`config.mk`:
```
export PLATFORM = sky130hd
export DESIGN_NAME = dlc_top
export DESIGN_NICKNAME = d
export VERILOG_FILES = /design/src/dlc_pkg.sv /design/src/dlc_top.sv
export SDC_FILE = /design/constraint.sdc
export NUM_CORES = 1
export LEC_CHECK = 0
export BUFFER_PORTS_ARGS = -buffer_cell sky130_fd_sc_hd__buf_2
export CAP_MARGIN = 25
export CORE_ASPECT_RATIO = 1.1
export CORE_MARGIN = 4
export CORE_UTILIZATION = 55
export DETAILED_ROUTE_END_ITERATION = 10
export GPL_ROUTABILITY_DRIVEN = 0
export PLACE_DENSITY = 0.75
export SLEW_MARGIN = 20
export SYNTH_ARGS = -nofsm -noshare
export SYNTH_HDL_FRONTEND = slang
export SYNTH_SLANG_ARGS = --single-unit
```
`constraint.sdc`:
```
create_clock -name aclk -period 3.5 [get_ports aclk]
set_clock_uncertainty 0.2 [all_clocks]
set_input_delay 0.35 -clock aclk [delete_from_list [all_inputs] [get_ports aclk]]
set_output_delay 0.35 -clock aclk [all_outputs]
set_load 0.02 [all_outputs]
```
`src/dlc_pkg.sv`:
```
`default_nettype none

package dlc_pkg;

	// ----------------------------------------------------------------
	// sizes
	// ----------------------------------------------------------------
	localparam int NCH       = 4;
	localparam int CHW       = 2;
	localparam int BCW       = 20;
	localparam int ADDRW     = 8;
	localparam int WRAP_BIAS = 3;

	// ----------------------------------------------------------------
	// register map (byte addresses)
	// ----------------------------------------------------------------
	localparam logic [3:0]       OFS_CTRL      = 4'h0;
	localparam logic [3:0]       OFS_BCOUNT    = 4'h4;
	localparam logic [3:0]       OFS_DADDR     = 4'h8;
	localparam logic [3:0]       OFS_STAT      = 4'hc;
	localparam logic [ADDRW-1:0] ADDR_IRQ_STAT = 8'h40;
	localparam logic [ADDRW-1:0] ADDR_IRQ_MASK = 8'h44;

	// channel status word bit positions
	localparam int ST_DONE = 0;
	localparam int ST_CE   = 1;
	localparam int ST_BUSY = 2;
	localparam int ST_PEND = 3;

	// interrupt status: done flags low nibble, config errors high nibble
	localparam int IRQ_DONE_LSB = 0;
	localparam int IRQ_CE_LSB   = 4;

	// ----------------------------------------------------------------
	// codes
	// ----------------------------------------------------------------
	localparam logic [1:0] LINK_NONE    = 2'h0;
	localparam logic [1:0] LINK_EACH_LAST = 2'h1;
	localparam logic [1:0] LINK_EACH    = 2'h2;
	localparam logic [1:0] LINK_LAST    = 2'h3;
	localparam logic [1:0] RESP_OKAY    = 2'h0;
	localparam logic [1:0] RESP_SLVERR  = 2'h2;

	// ----------------------------------------------------------------
	// types
	// ----------------------------------------------------------------
	typedef struct packed {
		logic [16:0] zero;
		logic        start;
		logic        peripheral_request_enable;
		logic        cycle_steal;
		logic [3:0]  destination_wrap_size;
		logic        auto_disable;
		logic        rsvd;
		logic [1:0]  link_condition_select;
		logic [1:0]  first_linked_channel;
		logic [1:0]  second_linked_channel;
	} dlc_ctrl_t;

	localparam dlc_ctrl_t CTRL_RST = '0;

	typedef enum logic {ENG_IDLE, ENG_XFER} dlc_eng_t;

endpackage

`default_nettype wire

```
`src/dlc_top.sv`:
```
`timescale 1ns/1ps
`default_nettype none

module dlc_top (
	// clock and reset
	input  wire logic                         aclk,
	input  wire logic                         aresetn,
	// axi4-lite write address
	input  wire logic                         s_axi_awvalid,
	output logic                              s_axi_awready,
	input  wire logic [dlc_pkg::ADDRW-1:0]    s_axi_awaddr,
	input  wire logic [2:0]                   s_axi_awprot,
	// axi4-lite write data
	input  wire logic                         s_axi_wvalid,
	output logic                              s_axi_wready,
	input  wire logic [31:0]                  s_axi_wdata,
	input  wire logic [3:0]                   s_axi_wstrb,
	// axi4-lite write response
	output logic                              s_axi_bvalid,
	input  wire logic                         s_axi_bready,
	output logic [1:0]                        s_axi_bresp,
	// axi4-lite read
	input  wire logic                         s_axi_arvalid,
	output logic                              s_axi_arready,
	input  wire logic [dlc_pkg::ADDRW-1:0]    s_axi_araddr,
	input  wire logic [2:0]                   s_axi_arprot,
	output logic                              s_axi_rvalid,
	input  wire logic                         s_axi_rready,
	output logic [31:0]                       s_axi_rdata,
	output logic [1:0]                        s_axi_rresp,
	// peripheral requests (asynchronous) and link pulses
	input  wire logic [dlc_pkg::NCH-1:0]      periph_req,
	output logic      [dlc_pkg::NCH-1:0]      link_req,
	// interrupt
	output logic                              irq
);

	// ----------------------------------------------------------------
	// helpers
	// ----------------------------------------------------------------
	function automatic logic [31:0] merge(input logic [31:0] old_v, input logic [31:0] new_v,
		input logic [3:0] strb);
		logic [31:0] r;
		r = old_v;
		for (int i = 0; i < 4; i++) begin
			if (strb[i]) begin
				r[i*8 +: 8] = new_v[i*8 +: 8];
			end
		end
		return r;
	endfunction

	function automatic logic mapped(input logic [dlc_pkg::ADDRW-1:0] a);
		return (a[7:6] == 2'h0) || ({a[7:2], 2'h0} == dlc_pkg::ADDR_IRQ_STAT) ||
			({a[7:2], 2'h0} == dlc_pkg::ADDR_IRQ_MASK);
	endfunction

	// code 0 is a plain increment; code n keeps the address inside a 2^(n+3) byte ring
	function automatic logic [31:0] wrap_next(input logic [31:0] a, input logic [3:0] code);
		logic [31:0] m;
		m = (32'h1 << (5'(code) + 5'(dlc_pkg::WRAP_BIAS))) - 32'h1;
		if (code == 4'h0) begin
			return a + 32'h1;
		end
		return (a & ~m) | ((a + 32'h1) & m);
	endfunction

	// ----------------------------------------------------------------
	// state
	// ----------------------------------------------------------------
	dlc_pkg::dlc_ctrl_t          ctrl_q [dlc_pkg::NCH];
	dlc_pkg::dlc_ctrl_t          ctrl_d [dlc_pkg::NCH];
	logic [dlc_pkg::BCW-1:0]     bc_q   [dlc_pkg::NCH];
	logic [dlc_pkg::BCW-1:0]     bc_d   [dlc_pkg::NCH];
	logic [31:0]                 da_q   [dlc_pkg::NCH];
	logic [31:0]                 da_d   [dlc_pkg::NCH];
	logic [dlc_pkg::NCH-1:0]     done_q, done_d, ce_q, ce_d, pend_q, pend_d;
	logic [dlc_pkg::NCH-1:0]     link_q, link_d, sync1_q, sync1_d, sync2_q, sync2_d;
	logic [7:0]                  mask_q, mask_d;
	dlc_pkg::dlc_eng_t           state_q, state_d;
	logic [dlc_pkg::CHW-1:0]     cur_q, cur_d;

	logic                        aw_v_q, aw_v_d, w_v_q, w_v_d, b_v_q, b_v_d, r_v_q, r_v_d;
	logic [dlc_pkg::ADDRW-1:0]   aw_a_q, aw_a_d;
	logic [31:0]                 w_d_q, w_d_d, r_d_q, r_d_d;
	logic [3:0]                  w_s_q, w_s_d;
	logic [1:0]                  b_r_q, b_r_d, r_r_q, r_r_d;

	logic                        wr_go;
	logic                        found;
	logic [dlc_pkg::CHW-1:0]     gnt, wch;
	logic [dlc_pkg::BCW-1:0]     bc_n;
	dlc_pkg::dlc_ctrl_t          nc, cc;
	logic [31:0]                 rd_v;

	assign s_axi_awready = !aw_v_q;
	assign s_axi_wready  = !w_v_q;
	assign s_axi_bvalid  = b_v_q;
	assign s_axi_bresp   = b_r_q;
	assign s_axi_arready = !r_v_q;
	assign s_axi_rvalid  = r_v_q;
	assign s_axi_rdata   = r_d_q;
	assign s_axi_rresp   = r_r_q;
	assign link_req      = link_q;
	assign irq           = |({ce_q, done_q} & mask_q);
	// a held write commits only once the previous response has gone
	assign wr_go         = aw_v_q && w_v_q && !b_v_q;

	// ----------------------------------------------------------------
	// bus slave
	// ----------------------------------------------------------------
	always_comb begin
		aw_v_d = aw_v_q;
		aw_a_d = aw_a_q;
		w_v_d  = w_v_q;
		w_d_d  = w_d_q;
		w_s_d  = w_s_q;
		b_v_d  = b_v_q;
		b_r_d  = b_r_q;
		r_v_d  = r_v_q;
		r_d_d  = r_d_q;
		r_r_d  = r_r_q;
		rd_v   = 32'h0;
		if (s_axi_awvalid && !aw_v_q) begin
			aw_v_d = 1'b1;
			aw_a_d = s_axi_awaddr;
		end
		if (s_axi_wvalid && !w_v_q) begin
			w_v_d = 1'b1;
			w_d_d = s_axi_wdata;
			w_s_d = s_axi_wstrb;
		end
		if (b_v_q && s_axi_bready) begin
			b_v_d = 1'b0;
		end
		if (wr_go) begin
			aw_v_d = 1'b0;
			w_v_d  = 1'b0;
			b_v_d  = 1'b1;
			b_r_d  = mapped(aw_a_q) ? dlc_pkg::RESP_OKAY : dlc_pkg::RESP_SLVERR;
		end
		if (r_v_q && s_axi_rready) begin
			r_v_d = 1'b0;
		end
		if (s_axi_arvalid && !r_v_q) begin
			if (s_axi_araddr[7:6] == 2'h0) begin
				case (s_axi_araddr[3:0] & 4'hc)
					dlc_pkg::OFS_CTRL:   rd_v = ctrl_q[s_axi_araddr[5:4]];
					dlc_pkg::OFS_BCOUNT: rd_v = 32'(bc_q[s_axi_araddr[5:4]]);
					dlc_pkg::OFS_DADDR:  rd_v = da_q[s_axi_araddr[5:4]];
					default: begin
						rd_v[dlc_pkg::ST_DONE] = done_q[s_axi_araddr[5:4]];
						rd_v[dlc_pkg::ST_CE]   = ce_q[s_axi_araddr[5:4]];
						rd_v[dlc_pkg::ST_BUSY] = (state_q == dlc_pkg::ENG_XFER) &&
							(cur_q == s_axi_araddr[5:4]);
						rd_v[dlc_pkg::ST_PEND] = pend_q[s_axi_araddr[5:4]];
					end
				endcase
			end else if ({s_axi_araddr[7:2], 2'h0} == dlc_pkg::ADDR_IRQ_STAT) begin
				rd_v = {24'h0, ce_q, done_q};
			end else if ({s_axi_araddr[7:2], 2'h0} == dlc_pkg::ADDR_IRQ_MASK) begin
				rd_v = {24'h0, mask_q};
			end
			r_v_d = 1'b1;
			r_d_d = rd_v;
			r_r_d = mapped(s_axi_araddr) ? dlc_pkg::RESP_OKAY : dlc_pkg::RESP_SLVERR;
		end
	end

	always_ff @(posedge aclk) begin
		if (!aresetn) begin
			aw_v_q <= 1'b0;
			aw_a_q <= 8'h0;
			w_v_q  <= 1'b0;
			w_d_q  <= 32'h0;
			w_s_q  <= 4'h0;
			b_v_q  <= 1'b0;
			b_r_q  <= 2'h0;
			r_v_q  <= 1'b0;
			r_d_q  <= 32'h0;
			r_r_q  <= 2'h0;
		end else begin
			aw_v_q <= aw_v_d;
			aw_a_q <= aw_a_d;
			w_v_q  <= w_v_d;
			w_d_q  <= w_d_d;
			w_s_q  <= w_s_d;
			b_v_q  <= b_v_d;
			b_r_q  <= b_r_d;
			r_v_q  <= r_v_d;
			r_d_q  <= r_d_d;
			r_r_q  <= r_r_d;
		end
	end

	// ----------------------------------------------------------------
	// channels and transfer engine
	// ----------------------------------------------------------------
	always_comb begin
		ctrl_d  = ctrl_q;
		bc_d    = bc_q;
		da_d    = da_q;
		done_d  = done_q;
		ce_d    = ce_q;
		pend_d  = pend_q;
		mask_d  = mask_q;
		state_d = state_q;
		cur_d   = cur_q;
		link_d  = '0;
		sync1_d = periph_req;
		sync2_d = sync1_q;
		wch     = aw_a_q[5:4];
		nc      = dlc_pkg::CTRL_RST;
		cc      = ctrl_q[cur_q];
		bc_n    = bc_q[cur_q] - 20'h1;
		found   = 1'b0;
		gnt     = 2'h0;
		// software first, so a hardware set in the same cycle wins over a clear
		if (wr_go && mapped(aw_a_q)) begin
			if (aw_a_q[7:6] == 2'h0) begin
				case (aw_a_q[3:0] & 4'hc)
					dlc_pkg::OFS_CTRL: begin
						nc      = merge(ctrl_q[wch], w_d_q, w_s_q);
						nc.zero = '0;
						nc.rsvd = 1'b0;
						if (nc.start) begin
							pend_d[wch] = 1'b1;
						end
						nc.start    = 1'b0;
						ctrl_d[wch] = nc;
					end
					dlc_pkg::OFS_BCOUNT: bc_d[wch] = dlc_pkg::BCW'(merge(32'(bc_q[wch]), w_d_q, w_s_q));
					dlc_pkg::OFS_DADDR:  da_d[wch] = merge(da_q[wch], w_d_q, w_s_q);
					default: begin
						if (w_s_q[0] && w_d_q[dlc_pkg::ST_DONE]) begin
							done_d[wch] = 1'b0;
						end
						if (w_s_q[0] && w_d_q[dlc_pkg::ST_CE]) begin
							ce_d[wch] = 1'b0;
						end
					end
				endcase
			end else if ({aw_a_q[7:2], 2'h0} == dlc_pkg::ADDR_IRQ_STAT) begin
				if (w_s_q[0]) begin
					done_d = done_d & ~w_d_q[dlc_pkg::IRQ_DONE_LSB +: 4];
					ce_d   = ce_d & ~w_d_q[dlc_pkg::IRQ_CE_LSB +: 4];
				end
			end else if (w_s_q[0]) begin
				mask_d = w_d_q[7:0];
			end
		end
		for (int i = 0; i < dlc_pkg::NCH; i++) begin
			if (sync2_q[i] && ctrl_q[i].peripheral_request_enable) begin
				pend_d[i] = 1'b1;
			end
		end
		pend_d = pend_d | link_q;
		case (state_q)
			dlc_pkg::ENG_IDLE: begin
				// channel 0 has the highest priority
				for (int i = dlc_pkg::NCH - 1; i >= 0; i--) begin
					if (pend_q[i]) begin
						found = 1'b1;
						gnt   = dlc_pkg::CHW'(i);
					end
				end
				if (found) begin
					pend_d[gnt] = 1'b0;
					if (ctrl_q[gnt].link_condition_select != dlc_pkg::LINK_NONE &&
						(ctrl_q[gnt].first_linked_channel == gnt ||
						ctrl_q[gnt].second_linked_channel == gnt)) begin
						ce_d[gnt] = 1'b1;
					end else if (bc_q[gnt] == '0) begin
						done_d[gnt] = 1'b1;
					end else begin
						state_d = dlc_pkg::ENG_XFER;
						cur_d   = gnt;
					end
				end
			end
			dlc_pkg::ENG_XFER: begin
				bc_d[cur_q] = bc_n;
				da_d[cur_q] = wrap_next(da_q[cur_q], cc.destination_wrap_size);
				if (bc_n == '0) begin
					done_d[cur_q] = 1'b1;
					state_d       = dlc_pkg::ENG_IDLE;
					if (cc.auto_disable) begin
						ctrl_d[cur_q].peripheral_request_enable = 1'b0;
					end
					case (cc.link_condition_select)
						dlc_pkg::LINK_EACH_LAST: link_d[cc.second_linked_channel] = 1'b1;
						dlc_pkg::LINK_EACH: link_d[cc.first_linked_channel] = cc.cycle_steal;
						dlc_pkg::LINK_LAST: link_d[cc.first_linked_channel] = 1'b1;
						default: link_d = '0;
					endcase
				end else if (cc.cycle_steal) begin
					state_d = dlc_pkg::ENG_IDLE;
					if (cc.link_condition_select == dlc_pkg::LINK_EACH_LAST ||
						cc.link_condition_select == dlc_pkg::LINK_EACH) begin
						link_d[cc.first_linked_channel] = 1'b1;
					end
				end
			end
			default: state_d = dlc_pkg::ENG_IDLE;
		endcase
	end

	always_ff @(posedge aclk) begin
		if (!aresetn) begin
			for (int i = 0; i < dlc_pkg::NCH; i++) begin
				ctrl_q[i] <= dlc_pkg::CTRL_RST;
				bc_q[i]   <= '0;
				da_q[i]   <= 32'h0;
			end
			done_q  <= 4'h0;
			ce_q    <= 4'h0;
			pend_q  <= 4'h0;
			link_q  <= 4'h0;
			sync1_q <= 4'h0;
			sync2_q <= 4'h0;
			mask_q  <= 8'h0;
			state_q <= dlc_pkg::ENG_IDLE;
			cur_q   <= 2'h0;
		end else begin
			ctrl_q  <= ctrl_d;
			bc_q    <= bc_d;
			da_q    <= da_d;
			done_q  <= done_d;
			ce_q    <= ce_d;
			pend_q  <= pend_d;
			link_q  <= link_d;
			sync1_q <= sync1_d;
			sync2_q <= sync2_d;
			mask_q  <= mask_d;
			state_q <= state_d;
			cur_q   <= cur_d;
		end
	end

endmodule // dlc_top

`default_nettype wire

```
# Word level (Yosys, flattened, before mapping)
# Cells that the tools add are included.
[op_classes]
addsub = 4
order_cmp = 17
eq_ne = 14
shift = 1
muxes = 181
bitwise_logic = 30
reduce_logical = 49
[ops]
columns = ["cell", "count"]
rows = [
  ["$mux W128", 10],
  ["$bwmux W128", 4],
  ["$bmux W32 S2", 7],
  ["$mux W32", 14],
  ["$mux W80", 4],
  ["$mux W8", 30],
  ["$mux W20", 10],
  ["$demux W32 S2", 3],
  ["$bmux W20 S2", 4],
  ["$bwmux W80", 2],
  ["$mux W4", 32],
  ["$pmux W28 S3", 1],
  ["$demux W20 S2", 2],
  ["$and A32 B32 Y32", 2],
  ["$logic_not A20 Y1", 2],
  ["$add A32 B1 Y32 const B", 1],
  ["$not A32 Y32", 1],
  ["$or A32 B32 Y32", 1],
  ["$shl A1 B5 Y32 const A", 1],
  ["$sub A32 B1 Y32 const B", 1],
  ["$mux W15", 2],
  ["$mux W1", 28],
  ["$mux W7", 4],
  ["$mux W13", 2],
  ["other kinds (35)", 128],
]
[word_totals]
reg_bits = 455
output_inout_bits = 46

# Depth between registers and ports, before layout
# Gate-level depths: netlist (run 1).
[depth]
depth_word = 17
depth_mapped = 15

# Worst setup path before layout (run 1)
# Ideal clock, no wire load.
[synth_timing]
path_kind = "flip-flop to flip-flop"
start = "reg cur_q[0] in the netlist's numbering"
end = "reg link_q (netlist bit link_req[0])"
setup_time_ns = 0.072
t_arrival_ns = 3.317
setup_slack_ns = -0.089
path_stages_with_launch = 14
n_path_buf = 3
synth_period_minus_slack_ns = 3.589
path_cell_list = "dfxtp_1 > buf_4 > buf_6 > mux4_2 > inv_1 > ha_1 > inv_1 > or4_1 > nor3b_1 > xnor2_1 > nand2b_1 > nor4_4 > buf_6 > mux2i_1"
[synth_between]
elab_chain_cells = 11
word_cells_on_any_way = 28
[synth_lines]
columns = ["item", "line", "text"]
rows = [
  ["from (decl)", "dlc_top.sv:81", "logic [dlc_pkg::CHW-1:0] cur_q, cur_d;"],
  ["from (signal assigned)", "dlc_top.sv:336", "cur_q <= cur_d;"],
  ["$not A2 Y3 (not written as such) *", "dlc_top.sv:214, dlc_top.sv:215", ""],
  ["parallel branches: the longest is 9 deep, another holds $sub A20 B1 Y20", "--", ""],
  ["$mux W4 *", "dlc_top.sv:284", "if (bc_n == '0) begin"],
  ["to (signal assigned)", "dlc_top.sv:331", "link_q <= link_d;"],
  ["to (decl)", "dlc_top.sv:78", "logic [dlc_pkg::NCH-1:0] link_q, link_d, sync1_q, sync1_d, sync2_q, sync2_d;"],
]
# Mark *: on every way between the ends. The select of a mux whose other input is x is not followed.
# A chain may end at the register's enable or synchronous reset.

# Worst setup path after layout (run 1)
[layout_timing]
start = "reg cur_q[1] in the netlist's numbering"
end = "reg link_q (netlist bit link_req[0])"
# Same word-level chain as after synthesis.

==> results.yml, run 1 <==
outcome:
  status: "finished, violations left"
  violations: "negative setup slack"
placement:
  dpl_cell_area_sq_mm: 0.02743
  dp_cells: 3392
  dp_hpwl_um: 60620
  port-buffer-count: 102
  pre_cts_slack_ns: -0.01479
sta:
  fin_ws_ns: -0.006247
  slew_viol_final: 0
  fmax_ghz: 0.2852
  finalCriticalPeriod_ns: 3.506
  worst_slew_pin_slew_ns: 1.081
  setup_viol: 2
  relSlewSlack_pct: 27.73
  fin_crit_sh_pct: 100.2
  final_hold_viol_count: 0
  rsz0062_at_grt: "yes"
logic_synthesis:
  synth_fa_ha_area_share_pct: 0.3881
  synth-compound-area-share_pct: 16.54
  synth_area_per_cell_sq_um: 9.169
  synth_cells: 2813
  synth_top_family_by_area: "multiplexers"
  synth_mux_area_share_pct: 23.88
  synthSimpleGateAreaFrac_pct: 18.06
  synth_cell_types: 76
  synth_edf_count: 0
  ys.flop_type: "dfxtp_1"
  ys_warn_count: 0
  synthesis.area_sq_mm: 0.02579
  synth-xor-area-share_pct: 1.494
  ys_ff_latch: 451
  async_reset_ff_share_pct: 0
  synth-seq-area-share_pct: 35.00
global_routing:
  grt_antenna_before_repair: 0
  grt_max_degree: 103
  grt_overflow: 0
  grt_pass1_vias: 23970
  grt_pass1_wl_um: 139700
  grt_busiest_layer: "met2"
  grt_use_total_pct: 34.72
  grt_use_met1_pct: 43.25
  grtUsageMet2_pct: 53.02
  use_met3_pct: 7.590
worst_setup_path:
  end_kind: "register"
  arrival_ns: 3.83
  critPathRequiredTime_ns: 3.82
  cp_max_fo: 13
  critPathKind: "register to register"
  cp-start-kind: "register"
  rrSetupSlack_ns: -0.006
final_layout:
  final_area_sq_mm: 0.02975
  syn2layout_area_growth_pct: 15.33
  seq_area_sq_mm: 0.009045
  final_common_cell: "dfxtp_1"
  stdcell_count: 3543
  final.fill_count: 3650
  post-route-util_pct: 64.72
  final_nets: 2993
  multi_input_area_sq_mm: 0.01571
  final_cell_mix: "446 x dfxtp_1, 390 x nor2_1, 286 x nand2_1, 217 x mux4_2, 199 x a21oi_1"
  drive_gt1_share_pct: 20.07
power:
  p_comb_share_pct: 8.2
  total_power_mw: 11.73
  pwr-share-clk_pct: 46.5
  intPower_mw: 8.824
  seqPwrFrac_pct: 45.3
  p_leak_nw: 10.62
  p_switching_mw: 2.910
  p_sw_share_pct: 24.80
  power_density_mw_per_mm2: 394.4
  ir_drop_mv: 0.4526
cts:
  cts.path.max_buffers: 3
  numCtsBuffers: 49
  cts_root_buffer: "clkbuf_16"
  clkLatencyLatePin_ns: 0.60
  clkSlewWorstSetupHoldPaths_ns: 0.06
  htreeDepth: 2
  cts_tree: "done"
  cts_num_sinks: 451
floorplan:
  start_util_pct: 56.12
  die_w_um: 214.5
  rows: 82
  dieArea_sq_mm: 0.05043
  ios: 115
  core_area_sq_mm: 0.04596
  fp.dieH_um: 235.1
routing:
  firstDrtPassIters: 9
  via_count: 24540
  final_antenna_net_count: 0
  drt-initial-drc-count: 3181
  postRouteWirelength_um: 90250
  wire_per_inst_um: 25.47
  viasPerCell: 6.927
  route.detailed.drc: 0
flow_run:
  drv_cap: 0
worst_hold_path:
  hp-class: "input port to register"
## cell families (layout without fill, tap and decap cells)
family / count (synthesis) / after routing
xor gates and xnor gates: 44 / 44
AOI/OAI and AO/OA: 671 / 671
DFF: 451 / 451
buffers and inverters: 293 / 432
adders and majority gates: 8 / 8
and+or+nand+nor: 1000 / 1000
muxes: 344 / 344
other: 2 / 5
## per-stage QoR
| stage | hold slack, ns | setup TNS, ns |
|---|---|---|
| floorplan | 0.2119 | 0 |
| detailed placement | 0.2239 | -0.04299 |
| global route | 0.2047 | -0.9909 |
| CTS | 0.1597 | 0 |
| finish | 0.1982 | -0.01066 |
| global placement | 0.2272 | 0 |
## worst paths after layout
check             startpoint  depth (start not counted)           to
setup / recovery    cur_q[1]                          9  link_req[0]
hold reg to reg   sync1_q[3]                          1   sync2_q[3]
setup reg to reg    cur_q[1]                          9  link_req[0]
hold / removal       aresetn                          2     da_q[31]
## critical path, cell delays in order, from the launching register on
cell	delay [ns]
dfxtp_4	0.46
buf_12	0.15
mux4_2	0.56
or4_1	0.54
or2_4	0.26
o31ai_2	0.26
nand4_1	0.21
nor4_4	0.40
buf_12	0.19
mux2i_1	0.18
## metal layers
layer / vias to the layer above / share of wire [%]
li1: 10610 / -
met1: 11850 / 36
met2: 1644 / 44
met3: 438 / 11
met4: 0 / 9.1
met5: - / 0
## repair_timing
action,CTS,global route
buffers inserted,0,7
gates resized for setup,0,9
hold endpoints to repair,51,0
pin swaps,1,0
endpoints found under the setup margin,5,37
hold buffers,53,0
## cell usage after synthesis (7+ instances only)
library cell    n  area [sq um]
dfxtp_1       451          9029
nor2_1        398          1494
nand2_1       286          1074
mux4_2        217          4887
clkbuf_1      207         777.0
a21oi_1       199         996.0
mux2i_1       126          1261
o211ai_1      125         938.4
o21ai_0       106         530.5
and3_1         91         569.3
a211oi_1       80         600.6
and2_1         50         312.8
o22ai_1        41         256.5
inv_1          40         150.1
o21a_1         38         285.3
xnor2_1        29         254.0
nor4_1         26         162.7
buf_1          25         93.84
nor3_1         24         120.1
nand4_1        21         131.4
a22oi_1        16         120.1
nand3_1        16         80.08
a31oi_1        15         93.84
nand2b_1       15         93.84
xor2_1         15         131.4
nor2b_1        12         75.07
buf_6           8         90.09
ha_1            8         100.1
nor3b_1         8         60.06
or4_1           8         60.06
and4_1          7         61.31
buf_2           7         35.03
## area by class of cell
type / instances / share of cell area, %
multi-input combinational: 2071 / 52.82
sequential: 451 / 30.40
timing repair buffer: 302 / 8.143
clock buffer: 72 / 4.782
tap: 588 / 2.473
clock inverter: 17 / 0.8244
inverter: 41 / 0.5426
antenna: 1 / 0.008412
## power groups by stage
stage	sequential, mW	combinational [mW]	clock [mW]
detailed placement	5.42	0.880	0
finish	5.31	0.966	5.45
CTS	5.31	0.932	5.49
global placement	5.42	0.862	0
global route	5.31	1.02	5.72
floorplan	5.34	0.621	0
Note: power is estimated with default switching activity, not from simulation.
==> run 2: changes to the inputs <==
Settings changed: CORE_UTILIZATION 55 to 45, HOLD_SLACK_MARGIN from default to 0.06, PLACE_DENSITY 0.75 to default.
==> run 2 against run 1 <==
Compared with the run above:
- the flow now finishes without violations
- critical path depth grew 2
- sequential cell count unchanged
- via count shrank 3.1%
- global-route usage fell by 5.9 points
- critical endpoint is now link_req[1]
- highest routed layer unchanged
==> results.yml, run 2 (synthesis results as in run 1) <==
floorplan:
  rows: 91
  fp.dieH_um: 259.1
  dieArea_sq_mm: 0.06122
  die_w_um: 236.3
  core_area_sq_mm: 0.05636
  start_util_pct: 45.77
  ios: 115
worst_setup_path:
  critPathRequiredTime_ns: 3.84
  end_kind: "register"
  cp_max_fo: 7
  ff2ff_path_depth: 11
  cp-start-kind: "register"
  critPathKind: "register to register"
  arrival_ns: 3.80
cts:
  cts_num_sinks: 451
  cts_root_buffer: "clkbuf_16"
  cts_tree: "done"
  htreeDepth: 2
  numCtsBuffers: 51
  clkSlewWorstSetupHoldPaths_ns: 0.06
  cts.path.max_buffers: 3
  clkLatencyLatePin_ns: 0.61
sta:
  finalCriticalPeriod_ns: 3.463
  worst_slew_pin_slew_ns: 0.9504
  relSlewSlack_pct: 36.56
  fin_ws_ns: 0.03701
  fmax_ghz: 0.2888
  rsz0062_at_grt: "yes"
  slew_viol_final: 0
  setup_viol: 0
  setup-tns-final_ns: 0
  final_hold_viol_count: 0
  fin_crit_sh_pct: 98.94
placement:
  port-buffer-count: 102
  dp_hpwl_um: 62230
  pre_cts_slack_ns: -0.04789
final_layout:
  final_cell_mix: "446 x dfxtp_1, 390 x nor2_1, 286 x nand2_1, 217 x mux4_2, 199 x a21oi_1"
  syn2layout_area_growth_pct: 17.90
  antennaDiodeCount: 0
  final_nets: 3046
  final_common_cell: "dfxtp_1"
  drive_gt1_share_pct: 21.65
  final.fill_count: 5059
worst_hold_path:
  hp-class: "input port to register"
  hold_depth: 5
global_routing:
  grt_antenna_before_repair: 0
  grt_pass1_vias: 22950
  grt_use_total_pct: 28.83
  grt_overflow: 0
  grt_max_degree: 122
  grt_pass1_wl_um: 139200
routing:
  firstDrtPassIters: 6
  viasPerCell: 6.338
  drt-initial-drc-count: 2454
  postRouteWirelength_um: 92180
  final_antenna_net_count: 0
  via_count: 23770
  route.detailed.drc: 0
  wire_per_inst_um: 24.57
outcome:
  status: "finished clean"
power:
  p_leak_nw: 10.92
  ir_drop_mv: 0.3472
  power_density_mw_per_mm2: 386.1
flow_run:
  drv_cap: 0
## run 2: cell type report
type                    count  area [sq um]  share of cell area, %
clock inverters            14         163.9                 0.5390
well taps                 744         930.9                  3.061
multi-input cells        2071         15760                  51.82
flip-flops and latches    451          9045                  29.74
inverters                  41         161.4                 0.5308
clock buffers              77          1534                  5.044
repair buffers            353          2816                  9.261
## run 2: layer usage
layer,track usage [%],wire length [um],vias up
met5,0,0,-
met4,15.20,5409,0
met3,4.069,7791,245
met2,46.00,41840,1268
met1,38.32,37140,11560
li1,-,-,10710
## run 2: power breakdown
group	total (mW)	switching (mW)	internal, mW
Combinational	0.978	0.579	0.399
Sequential	5.32	0.134	5.19
Clock	5.44	2.27	3.17
## run 2: per-stage QoR
stage          cell area [sq um]  utilization [%]  hold WS, ns  power (mW)  instances
2_1_floorplan              25810                -       0.2119       5.961       2815
3_3_place_gp               27810            49.34       0.2277       6.310       3583
3_5_place_dp               27810            49.34       0.2192       6.325       3583
4_1_cts                    30100            53.40      0.09633       11.79       3732
5_1_grt                    30410            53.96       0.1317       12.10       3751
6_report                   30410            53.96       0.1257       11.74       3751
## run 2: final timing paths
| kind | from | slack, ns | to |
|---|---|---|---|
| worst max-delay path | cur_q[0] | 0.04 | link_req[1] |
| worst min-delay path | s_axi_araddr[7] | 0.13 | s_axi_rdata[0] |
| worst max register to register | cur_q[0] | 0.04 | link_req[1] |
| worst min register to register | sync1_q[2] | 0.24 | sync2_q[2] |
## run 2: critical path: stages, from the launching register on
cell	delay, ns
dfxtp_4	0.41
buf_6	0.17
mux4_2	0.61
or4_4	0.60
buf_6	0.15
nor3b_4	0.20
xnor2_1	0.17
nand2b_1	0.12
nor4_4	0.27
buf_6	0.18
buf_12	0.13
mux2i_1	0.18
## run 2: what timing repair did
action / in CTS / in global routing
pin swaps: 1 / 10
buffers inserted: 3 / 17
endpoints found under the hold margin: 70 / 0
hold buffers: 55 / 0
resized for setup: 1 / 30
gates cloned: 0 / 2
endpoints found under the setup margin: 6 / 50
